## src/ssep_pkg.sv

```systemverilog
// constants and types for the session register bank and event pin
//------------------------------------------------------------------------------
// Summary of operation
// - pass-through clears when either interface drops
// - mirror enable clears without host supply
// - event asserts on field, start, or select
// - event releases on field off, halt, message read
// - auth limit status bit, reset zero
// - stretch register upper six bits read zero
// - message flag sets on last read, read clears
// - host grant bit, host writes zero to release
// - contactless grant bit read-only, reset zero
// - buffer ready for host bit
// - buffer ready for contactless bit
// - write failure sticky, host writes zero to clear
// - write busy bit follows nonvolatile cycle
// - field present bit, reset zero
// - event signals new contactless buffer data
// - event signals host buffer data consumed
// - last page read sets flag, releases event
// - high watchdog byte write activates both bytes
// - watchdog expiry clears unreleased host grant
//------------------------------------------------------------------------------
package ssep_pkg;

	//--------------------------------------------------------------------------
	// timing
	//--------------------------------------------------------------------------
	localparam int          CLK_PERIOD_NS = 4;
	localparam int          WDT_STEP_NS   = 9430;
	localparam int          WDT_STEP_CYC  = WDT_STEP_NS / CLK_PERIOD_NS;
	localparam logic [11:0] WDT_PRE_LAST  = 12'(WDT_STEP_CYC - 1);

	//--------------------------------------------------------------------------
	// register indices
	//--------------------------------------------------------------------------
	localparam logic [2:0] IDX_CTRL   = 3'h0;
	localparam logic [2:0] IDX_LAST   = 3'h1;
	localparam logic [2:0] IDX_MIRROR = 3'h2;
	localparam logic [2:0] IDX_WDT_LO = 3'h3;
	localparam logic [2:0] IDX_WDT_HI = 3'h4;
	localparam logic [2:0] IDX_STR    = 3'h5;
	localparam logic [2:0] IDX_STAT   = 3'h6;

	//--------------------------------------------------------------------------
	// field positions
	//--------------------------------------------------------------------------
	localparam int CTL_SILENCE = 7;
	localparam int CTL_PTHRU   = 6;
	localparam int CTL_REL_LO  = 4;
	localparam int CTL_ASR_LO  = 2;
	localparam int CTL_MIRROR  = 1;
	localparam int CTL_DIR     = 0;
	localparam int ST_MSG      = 7;
	localparam int ST_HGRANT   = 6;
	localparam int ST_CGRANT   = 5;
	localparam int ST_HREADY   = 4;
	localparam int ST_CREADY   = 3;
	localparam int ST_WERR     = 2;
	localparam int ST_WBUSY    = 1;
	localparam int ST_FIELD    = 0;

	//--------------------------------------------------------------------------
	// reset values
	//--------------------------------------------------------------------------
	localparam logic [7:0]  CTRL_RST       = 8'h00;
	localparam logic [7:0]  LAST_RST       = 8'h00;
	localparam logic [7:0]  MIRROR_RST     = 8'hF8;
	localparam logic [7:0]  WDT_LO_RST     = 8'h48;
	localparam logic [7:0]  WDT_HI_RST     = 8'h08;
	localparam logic [1:0]  STR_RST        = 2'h1;
	localparam logic [7:0]  STAT_RST       = 8'h00;
	localparam logic [15:0] WDT_PERIOD_RST = {WDT_HI_RST, WDT_LO_RST};

	//--------------------------------------------------------------------------
	// event condition encodings
	//--------------------------------------------------------------------------
	typedef enum logic [1:0] {
		ASR_FIELD  = 2'h0,
		ASR_START  = 2'h1,
		ASR_SELECT = 2'h2,
		ASR_PTHRU  = 2'h3
	} ssep_assert_type;

	typedef enum logic [1:0] {
		REL_FIELD = 2'h0,
		REL_HALT  = 2'h1,
		REL_MSG   = 2'h2,
		REL_PTHRU = 2'h3
	} ssep_release_type;

endpackage : ssep_pkg

```

## src/ssep_session_regs.sv

```systemverilog
// session register bank with watchdog and event pin
`timescale 1ns/10ps
`default_nettype none
module ssep_session_regs
(
	// clock, reset, enable
	input  wire logic       clk,
	input  wire logic       rst,
	input  wire logic       ce,
	// host serial side register port
	input  wire logic       host_wr,
	input  wire logic       host_rd,
	input  wire logic [2:0] host_idx,
	input  wire logic [7:0] host_wdata,
	output logic      [7:0] host_rdata,
	input  wire logic       host_claim,
	input  wire logic       host_busy,
	// contactless side register port, read only
	input  wire logic       cl_rd,
	input  wire logic [2:0] cl_idx,
	output logic      [7:0] cl_rdata,
	// contactless activity
	input  wire logic       cl_start,
	input  wire logic       cl_select,
	input  wire logic       cl_halt,
	input  wire logic       cl_read_stb,
	input  wire logic [7:0] cl_read_block,
	input  wire logic       cl_read_last_page,
	input  wire logic       cl_grant_in,
	// buffer and memory state
	input  wire logic       buf_host_ready_in,
	input  wire logic       buf_cl_ready_in,
	input  wire logic       nv_busy_in,
	input  wire logic       nv_hv_fail,
	input  wire logic       auth_limit_in,
	input  wire logic       stretch_cfg_in,
	// pins from outside the clock domain
	input  wire logic       vcc_present_pin,
	input  wire logic       field_pin,
	// outputs
	output logic            event_output_pin,
	output logic      [7:0] session_control,
	output logic      [7:0] last_message_block,
	output logic      [7:0] mirror_window_block,
	output logic            host_memory_grant
);
	//--------------------------------------------------------------------------
	// declarations
	//--------------------------------------------------------------------------
	logic       vcc_meta_ff;
	logic       vcc_s_ff;
	logic       field_meta_ff;
	logic       field_s_ff;
	logic [7:0] ctrl_ff;
	logic [7:0] last_ff;
	logic [7:0] mirror_ff;
	logic [7:0] wdt_lo_ff;
	logic [7:0] wdt_hi_ff;
	logic [1:0] str_ff;
	logic [7:0] stat_ff;
	logic [7:0] host_rdata_ff;
	logic [7:0] cl_rdata_ff;
	logic       host_wr_c;
	logic       msg_hit;
	logic       stat_rd;
	logic       wdt_expire;
	logic       wdt_run;
	logic       event_lvl;

	//--------------------------------------------------------------------------
	// pin synchronisers
	//--------------------------------------------------------------------------
	always_ff @(posedge clk or posedge rst)
		if (rst)
		begin
			vcc_meta_ff   <= 1'b0;
			vcc_s_ff      <= 1'b0;
			field_meta_ff <= 1'b0;
			field_s_ff    <= 1'b0;
		end
		else if (ce)
		begin
			vcc_meta_ff   <= vcc_present_pin;
			vcc_s_ff      <= vcc_meta_ff;
			field_meta_ff <= field_pin;
			field_s_ff    <= field_meta_ff;
		end

	//--------------------------------------------------------------------------
	// access decode
	//--------------------------------------------------------------------------
	// contactless port has no write path at all
	assign host_wr_c = ce && host_wr;
	assign msg_hit   = cl_read_stb && cl_read_block == last_ff && cl_read_last_page;
	assign stat_rd   = (host_rd && host_idx == ssep_pkg::IDX_STAT) || (cl_rd && cl_idx == ssep_pkg::IDX_STAT);
	assign wdt_run   = vcc_s_ff && stat_ff[ssep_pkg::ST_HGRANT];

	//--------------------------------------------------------------------------
	// session control
	//--------------------------------------------------------------------------
	always_ff @(posedge clk or posedge rst)
		if (rst)
			ctrl_ff <= ssep_pkg::CTRL_RST;
		else if (ce)
		begin
			if (host_wr && host_idx == ssep_pkg::IDX_CTRL)
				ctrl_ff <= host_wdata;
			// dropping an interface wins over a same-cycle enable
			if (!vcc_s_ff || !field_s_ff)
				ctrl_ff[ssep_pkg::CTL_PTHRU] <= 1'b0;
			if (!vcc_s_ff)
				ctrl_ff[ssep_pkg::CTL_MIRROR] <= 1'b0;
		end

	//--------------------------------------------------------------------------
	// block addresses and watchdog bytes
	//--------------------------------------------------------------------------
	always_ff @(posedge clk or posedge rst)
		if (rst)
		begin
			last_ff   <= ssep_pkg::LAST_RST;
			mirror_ff <= ssep_pkg::MIRROR_RST;
			wdt_lo_ff <= ssep_pkg::WDT_LO_RST;
			wdt_hi_ff <= ssep_pkg::WDT_HI_RST;
		end
		else if (host_wr_c)
		begin
			if (host_idx == ssep_pkg::IDX_LAST)
				last_ff <= host_wdata;
			if (host_idx == ssep_pkg::IDX_MIRROR)
				mirror_ff <= host_wdata;
			if (host_idx == ssep_pkg::IDX_WDT_LO)
				wdt_lo_ff <= host_wdata;
			if (host_idx == ssep_pkg::IDX_WDT_HI)
				wdt_hi_ff <= host_wdata;
		end

	//--------------------------------------------------------------------------
	// stretch and authentication status
	//--------------------------------------------------------------------------
	// host writes here are dropped; both bits mirror internal state
	always_ff @(posedge clk or posedge rst)
		if (rst)
			str_ff <= ssep_pkg::STR_RST;
		else if (ce)
			str_ff <= {auth_limit_in, stretch_cfg_in};

	//--------------------------------------------------------------------------
	// interface status
	//--------------------------------------------------------------------------
	always_ff @(posedge clk or posedge rst)
		if (rst)
			stat_ff <= ssep_pkg::STAT_RST;
		else if (ce)
		begin
			// a last-page read in the same cycle as a status read survives
			if (msg_hit)
				stat_ff[ssep_pkg::ST_MSG] <= 1'b1;
			else if (stat_rd)
				stat_ff[ssep_pkg::ST_MSG] <= 1'b0;

			if (host_claim)
				stat_ff[ssep_pkg::ST_HGRANT] <= 1'b1;
			else if (wdt_expire || !vcc_s_ff)
				stat_ff[ssep_pkg::ST_HGRANT] <= 1'b0;
			else if (host_wr && host_idx == ssep_pkg::IDX_STAT && !host_wdata[ssep_pkg::ST_HGRANT])
				stat_ff[ssep_pkg::ST_HGRANT] <= 1'b0;

			if (nv_hv_fail)
				stat_ff[ssep_pkg::ST_WERR] <= 1'b1;
			else if (host_wr && host_idx == ssep_pkg::IDX_STAT && !host_wdata[ssep_pkg::ST_WERR])
				stat_ff[ssep_pkg::ST_WERR] <= 1'b0;

			stat_ff[ssep_pkg::ST_CGRANT] <= cl_grant_in;
			stat_ff[ssep_pkg::ST_HREADY] <= buf_host_ready_in;
			stat_ff[ssep_pkg::ST_CREADY] <= buf_cl_ready_in;
			stat_ff[ssep_pkg::ST_WBUSY]  <= nv_busy_in;
			stat_ff[ssep_pkg::ST_FIELD]  <= field_s_ff;
		end

	//--------------------------------------------------------------------------
	// read data
	//--------------------------------------------------------------------------
	function automatic logic [7:0] rd_mux(input logic [2:0] idx);
		logic [7:0] v;
		v = 8'h00;
		case (idx)
			ssep_pkg::IDX_CTRL:   v = ctrl_ff;
			ssep_pkg::IDX_LAST:   v = last_ff;
			ssep_pkg::IDX_MIRROR: v = mirror_ff;
			ssep_pkg::IDX_WDT_LO: v = wdt_lo_ff;
			ssep_pkg::IDX_WDT_HI: v = wdt_hi_ff;
			ssep_pkg::IDX_STR:    v = {6'h00, str_ff};
			ssep_pkg::IDX_STAT:   v = stat_ff;
			default:              v = 8'h00;
		endcase
		return v;
	endfunction : rd_mux

	always_ff @(posedge clk or posedge rst)
		if (rst)
			host_rdata_ff <= 8'h00;
		else if (ce && host_rd)
			host_rdata_ff <= rd_mux(host_idx);

	always_ff @(posedge clk or posedge rst)
		if (rst)
			cl_rdata_ff <= 8'h00;
		else if (ce && cl_rd)
			cl_rdata_ff <= rd_mux(cl_idx);

	//--------------------------------------------------------------------------
	// submodules
	//--------------------------------------------------------------------------
	ssep_watchdog u_wdt
	(
		.clk             (clk),
		.rst             (rst),
		.ce              (ce),
		.run             (wdt_run),
		.host_busy       (host_busy),
		.load            (host_wr && host_idx == ssep_pkg::IDX_WDT_HI),
		.time_low        (wdt_lo_ff),
		.time_high_wdata (host_wdata),
		.expire          (wdt_expire)
	);

	ssep_event u_evt
	(
		.clk          (clk),
		.rst          (rst),
		.ce           (ce),
		.assert_sel   (ctrl_ff[ssep_pkg::CTL_ASR_LO +: 2]),
		.release_sel  (ctrl_ff[ssep_pkg::CTL_REL_LO +: 2]),
		.pass_through (ctrl_ff[ssep_pkg::CTL_PTHRU]),
		.dir_to_host  (ctrl_ff[ssep_pkg::CTL_DIR]),
		.field        (field_s_ff),
		.start_pulse  (cl_start),
		.select_pulse (cl_select),
		.halt_pulse   (cl_halt),
		.msg_pulse    (msg_hit),
		.host_ready   (buf_host_ready_in),
		.cl_ready     (buf_cl_ready_in),
		.event_out    (event_lvl)
	);

	//--------------------------------------------------------------------------
	// outputs
	//--------------------------------------------------------------------------
	assign event_output_pin    = event_lvl;
	assign session_control     = ctrl_ff;
	assign last_message_block  = last_ff;
	assign mirror_window_block = mirror_ff;
	assign host_memory_grant   = stat_ff[ssep_pkg::ST_HGRANT];
	assign host_rdata          = host_rdata_ff;
	assign cl_rdata            = cl_rdata_ff;
endmodule : ssep_session_regs
`default_nettype wire

```

## src/ssep_watchdog.sv

```systemverilog
// watchdog that takes back an unreleased host memory grant
`timescale 1ns/10ps
`default_nettype none
module ssep_watchdog
(
	// clock and reset
	input  wire logic       clk,
	input  wire logic       rst,
	input  wire logic       ce,
	// control
	input  wire logic       run,
	input  wire logic       host_busy,
	input  wire logic       load,
	input  wire logic [7:0] time_low,
	input  wire logic [7:0] time_high_wdata,
	// expiry
	output logic            expire
);
	logic [15:0] period_ff;
	logic [11:0] pre_ff;
	logic [15:0] ticks_ff;
	logic        done_ff;

	// low byte alone never retimes a running count
	always_ff @(posedge clk or posedge rst)
		if (rst)
			period_ff <= ssep_pkg::WDT_PERIOD_RST;
		else if (ce && load)
			period_ff <= {time_high_wdata, time_low};

	always_ff @(posedge clk or posedge rst)
		if (rst)
		begin
			pre_ff   <= 12'h000;
			ticks_ff <= 16'h0000;
			done_ff  <= 1'b0;
		end
		else if (ce)
		begin
			if (!run)
			begin
				pre_ff   <= 12'h000;
				ticks_ff <= 16'h0000;
				done_ff  <= 1'b0;
			end
			else if (!done_ff)
			begin
				if (pre_ff == ssep_pkg::WDT_PRE_LAST)
				begin
					pre_ff   <= 12'h000;
					ticks_ff <= ticks_ff + 16'h0001;
					if (ticks_ff + 16'h0001 >= period_ff)
						done_ff <= 1'b1;
				end
				else
					pre_ff <= pre_ff + 12'h001;
			end
		end

	// a transfer still running defers the release until it ends
	assign expire = done_ff && !host_busy;
endmodule : ssep_watchdog
`default_nettype wire

```

## src/ssep_event.sv

```systemverilog
// event output condition selection and pass-through handshake
`timescale 1ns/10ps
`default_nettype none
module ssep_event
(
	// clock and reset
	input  wire logic       clk,
	input  wire logic       rst,
	input  wire logic       ce,
	// configuration
	input  wire logic [1:0] assert_sel,
	input  wire logic [1:0] release_sel,
	input  wire logic       pass_through,
	input  wire logic       dir_to_host,
	// contactless activity
	input  wire logic       field,
	input  wire logic       start_pulse,
	input  wire logic       select_pulse,
	input  wire logic       halt_pulse,
	input  wire logic       msg_pulse,
	// buffer state
	input  wire logic       host_ready,
	input  wire logic       cl_ready,
	// output level
	output logic            event_out
);
	logic field_d_ff;
	logic event_ff;
	logic hs;
	logic set_c;
	logic clr_c;

	assign hs        = pass_through && (assert_sel == ssep_pkg::ASR_PTHRU);
	assign event_out = event_ff;

	always_ff @(posedge clk or posedge rst)
		if (rst)
			field_d_ff <= 1'b0;
		else if (ce)
			field_d_ff <= field;

	always_comb
	begin
		set_c = 1'b0;
		unique case (assert_sel)
			ssep_pkg::ASR_FIELD:  set_c = field && !field_d_ff;
			ssep_pkg::ASR_START:  set_c = start_pulse;
			ssep_pkg::ASR_SELECT: set_c = select_pulse;
			ssep_pkg::ASR_PTHRU:  set_c = field && !field_d_ff;
		endcase
	end

	// losing the field ends the event whatever the release selection, except in handshake mode, where hs takes priority
	always_comb
	begin
		clr_c = !field && field_d_ff;
		unique case (release_sel)
			ssep_pkg::REL_FIELD: clr_c = clr_c;
			ssep_pkg::REL_HALT:  clr_c = clr_c || halt_pulse;
			ssep_pkg::REL_MSG:   clr_c = clr_c || msg_pulse;
			ssep_pkg::REL_PTHRU: clr_c = clr_c;
		endcase
	end

	always_ff @(posedge clk or posedge rst)
		if (rst)
			event_ff <= 1'b0;
		else if (ce)
		begin
			if (hs)
				event_ff <= dir_to_host ? host_ready : cl_ready;
			else if (clr_c)
				event_ff <= 1'b0;
			else if (set_c)
				event_ff <= 1'b1;
		end
endmodule : ssep_event
`default_nettype wire

```

## config.mk

```make
export PLATFORM = sky130hd
export DESIGN_NAME = ssep_session_regs
export DESIGN_NICKNAME = d
export VERILOG_FILES = /design/src/ssep_pkg.sv /design/src/ssep_session_regs.sv /design/src/ssep_watchdog.sv /design/src/ssep_event.sv
export SDC_FILE = /design/constraint.sdc
export NUM_CORES = 1
export LEC_CHECK = 0
export ABC_CLOCK_PERIOD_IN_PS = 3600
export BUFFER_PORTS_ARGS = -buffer_cell sky130_fd_sc_hd__buf_2
export CORE_ASPECT_RATIO = 2
export CORE_MARGIN = 2
export CORE_UTILIZATION = 45
export DETAILED_ROUTE_END_ITERATION = 16
export GPL_TIMING_DRIVEN = 0
export PLACE_DENSITY = 0.67
export SYNTH_ARGS = -nofsm -noshare
export SYNTH_HDL_FRONTEND = slang
export SYNTH_SLANG_ARGS = --single-unit
export TNS_END_PERCENT = 10
```

## constraint.sdc

```tcl
create_clock -name clk -period 3.6 [get_ports clk]
set_input_delay 0.36 -clock clk [delete_from_list [all_inputs] [get_ports clk]]
set_output_delay 0.36 -clock clk [all_outputs]
set_load 0.01 [all_outputs]
```

==> results.md <==
- Status: finished, final reports clean
- Actual slew at the worst max-slew pin: 0.735 ns
- Worst path depth: 10
- Switching Share: 29.3%
- CTS buffer count: 17
- Most frequent cell after synthesis: dfrtp_1
- CP Class: register to register
- Setup-failing EPs final: 0
- WP data arrival: 3.39 ns
- Dpl hpwl: 15,000 um
- Rows: 62
- Post-CTS setup buffers: 0
- Die area: 15,800 um^2
- Register share of total power: 39.7%
- Post-Syn Area per Cell: 10.2 um^2
- Register area share after synthesis: 43.9%
- Clk_lat worst skew: 0.42 ns
- IO Pins: 86
- Final Hold Fails: 0
- CP max stage delay: 0.46 ns
- Fmax: 0.324 GHz
- Crit path buf inv count: 0
- Reg clk slew, reported paths: 0.05 ns
- Share of cells above drive strength 1: 30.2%
- Gr usage total: 25.7%
- Starting Density: 46.1%
- Cell leakage power: 3.69 nW
- Post-Place Cell Area: 7320 um^2
- DR DRC count: 0
- Post-route ant nets: 0
- Critical path's most frequent cell: ha_1
- Yosys warns: 0
- Reg area: 2920 um^2
- Worst setup EP type: register
- Yosys top cell area share: 39.2%
- Crit-path max FO: 7
- Initial DRT Pass Iterations: 7
- Top cell type by total area after synthesis: dfrtp_1
- Combinational share of power: 19.5%
- Clk pwr share: 40.8%
- Largest net degree at the start of global routing: 66
- CTS HTree Levels: 4
- CTS tree: built
- Post-synth top cells: 104 x dfrtp_1, 86 x nand2_1, 54 x o21ai_0
- CTS sink count: 116
- Synth unique cells: 80
- CTS max path bufs: 2
- CP endpoint: u_wdt.done_ff$_DFFE_PP0P_
- Die H: 176 um
- Worst Clk Skew: 0.00627 ns
- Peak VDD IR: 0.256 mV
- Post-Synthesis Cells: 652
- Rel. slew slack: 50.7%
- Flop2flop setup slack: 0.51 ns
- Critical R2R Launch: u_wdt.ticks_ff[0]$_DFFE_PP0P_
- Post-CTS resize count: 0
- Fin crit share: 85.8%
- # hold bufs at CTS: 0
- Max-cap violations: 0
- Nets@finish: 819
- Mapped Nets: 719
- Cell Int Power: 3.10 mW
- Mapped Area: 6650 um^2
- Post-synth EDFFs: 0
- Core area: 14,400 um^2
- Net switching power: 1.29 mW
- Die X-Extent: 89.9 um
- Worst hold path type: input pin to async pin
- Filler Cell Count: 1,288
- DR vias/cell: 5.72
- Area of the multi-input gates: 3430 um^2
- Wirelength per Cell: 20.5 um
- Slew Viols, Final: 0
- First-pass GRT wire length: 31,100 um
- GPL Wtd Cong: 0.967
- Via count: 5,474
- Dominant cells by area after synthesis: dfrtp_1 39%, mux2_2 8.5%, nand2_1 4.9%
- Antenna cells: 0
- Initial antenna violation count: 0
- Final TNS setup: 0 ns
- Initial drt markers: 397
- Layout area overhead: 19.4%
- Critical path startpoint category: register
- Ys flop type: dfrtp_1
- Unrepaired setup endpoints after global routing: no
- Power Density: 553 nW/um^2
- Finished Layout Cells: 957
- Overall power: 4.39 mW
- Setup crit start: u_wdt.ticks_ff[0]$_DFFE_PP0P_
- Worst path cell trace: ha_1, nand3_2, and4bb_2, xor2_1, ha_1, a21o_1, a211oi_1, nand2_1, a2111o_1, o211a_1
- FFs w/ async S/R, synth: 100%
- Synth Register Bits: 116
- R2r worst-path depth: 10
- Fin area: 7940 um^2
- Routed WL: 19,700 um
- Total grt overflow: 0
- Crit path time final: 3.09 ns
- Port bufs: 80
- Crit path max-delay cell type: dfrtp_1
- Placed Cells: 925
- Clock root cell: clkbuf_16
- Number of global-route vias before repair: 5,871
- Hold Slack: 0.0590 ns
- FF-to-FF End: u_wdt.done_ff$_DFFE_PP0P_
- CP required: 3.90 ns
- Crit path max-delay family: compound AO/OA/AOI/OAI gates
[logic make-up (layout without fill, tap and decap cells)]
| kind of cell | Yosys count | after routing | share of synthesized area [%] |
|---|---|---|---|
| flip-flops | 116 | 116 | 43.9 |
| multiplexers | 69 | 69 | 11.9 |
| AO/OA/AOI/OAI | 159 | 159 | 15.7 |
| AND/OR/NAND/NOR | 194 | 194 | 15.7 |
| adder cells (fa/ha/maj) | 23 | 23 | 4.33 |
| XOR/XNOR | 29 | 29 | 3.93 |
| buffers and inverters | 62 | 175 | 4.52 |
[per-layer routing]
layer / vias up / share of wire (%) / routed length, um / track usage, %
met1: 2647 / 33 / 6440 / 23.3
met5: - / 0 / 0 / 0
met3: 66 / 4.2 / 819 / 5.58
met4: 0 / 6.4 / 1260 / 17.2
li1: 2547 / - / - / -
met2: 214 / 57 / 11100 / 50.0
[per-stage QoR]
step | setup WS (ns) | utilization, %
floorplan | 0.187 | -
global placement | -1.11 | 50.5
detailed placement | 0.520 | 50.7
CTS | 0.503 | 55.0
global route | 0.393 | 55.0
finish | 0.511 | 55.0
[cell type report]
class	instances	share of cell area (%)
Multi-Input combinational cell	474	43.2
Clock inverter	10	1.95
Tap cell	192	3.03
Sequential cell	116	36.8
Timing Repair Buffer	81	5.39
Buffer	35	2.51
Inverter	27	1.31
Clock buffer	22	5.85
[worst min-delay path by stage]
| stage | from | end | cells past startpoint | slack, ns |
|---|---|---|---|---|
| floorplan | u_wdt.pre_ff[11]$_DFFE_PP0P_ | u_wdt.pre_ff[11]$_DFFE_PP0P_ | 1 | 0.44 |
| global placement | wdt_hi_ff[3]$_DFFE_PP1P_ | wdt_hi_ff[3]$_DFFE_PP1P_ | 2 | 0.46 |
| detailed placement | cl_rdata[1]$_DFFE_PP0P_ | cl_rdata[1]$_DFFE_PP0P_ | 2 | 0.47 |
| CTS | rst | u_evt.event_out$_DFFE_PP0P_ | 2 | 0.07 |
| global route | rst | u_wdt.pre_ff[1]$_DFFE_PP0P_ | 2 | 0.11 |
| finish | rst | u_wdt.pre_ff[1]$_DFFE_PP0P_ | 2 | 0.06 |
[power groups by stage]
stage	clock (mW)	combinational, mW	sequential [mW]
after floorplan	0	0.522	1.72
after global placement	0	0.817	1.74
after detailed placement	0	0.850	1.75
after CTS	1.81	0.860	1.73
after global routing	1.88	0.944	1.76
final	1.79	0.858	1.74
[cells in the final DEF (no fill, tap or decap), drive strengths merged, types with 8 or more instances in the layout]
cell type and n:
o21ai 64, nand4 13, inv 27, xor2 14, dfstp 12, nor2 33, mux2 50, nand3 11
clkbuf 32, and3 8, o31ai 8, buf 106, xnor2 15, nand2 89, mux2i 16, dfrtp 104
ha 23, a21oi 33, a22o 11
[sequential cells by signal, summed over array words and instances (netlist names)]
name / count
cl_rdata: 8
field_meta_ff: 1
field_s_ff: 1
host_rdata: 8
last_message_block: 8
mirror_window_block: 8
session_control: 8
stat_ff: 8
str_ff: 2
u_evt.event_out: 1
u_wdt.done_ff: 1
u_wdt.period_ff: 16
u_wdt.pre_ff: 12
u_wdt.ticks_ff: 16
vcc_meta_ff: 1
vcc_s_ff: 1
wdt_hi_ff: 8
wdt_lo_ff: 8
(Power assumes the default switching activity.)
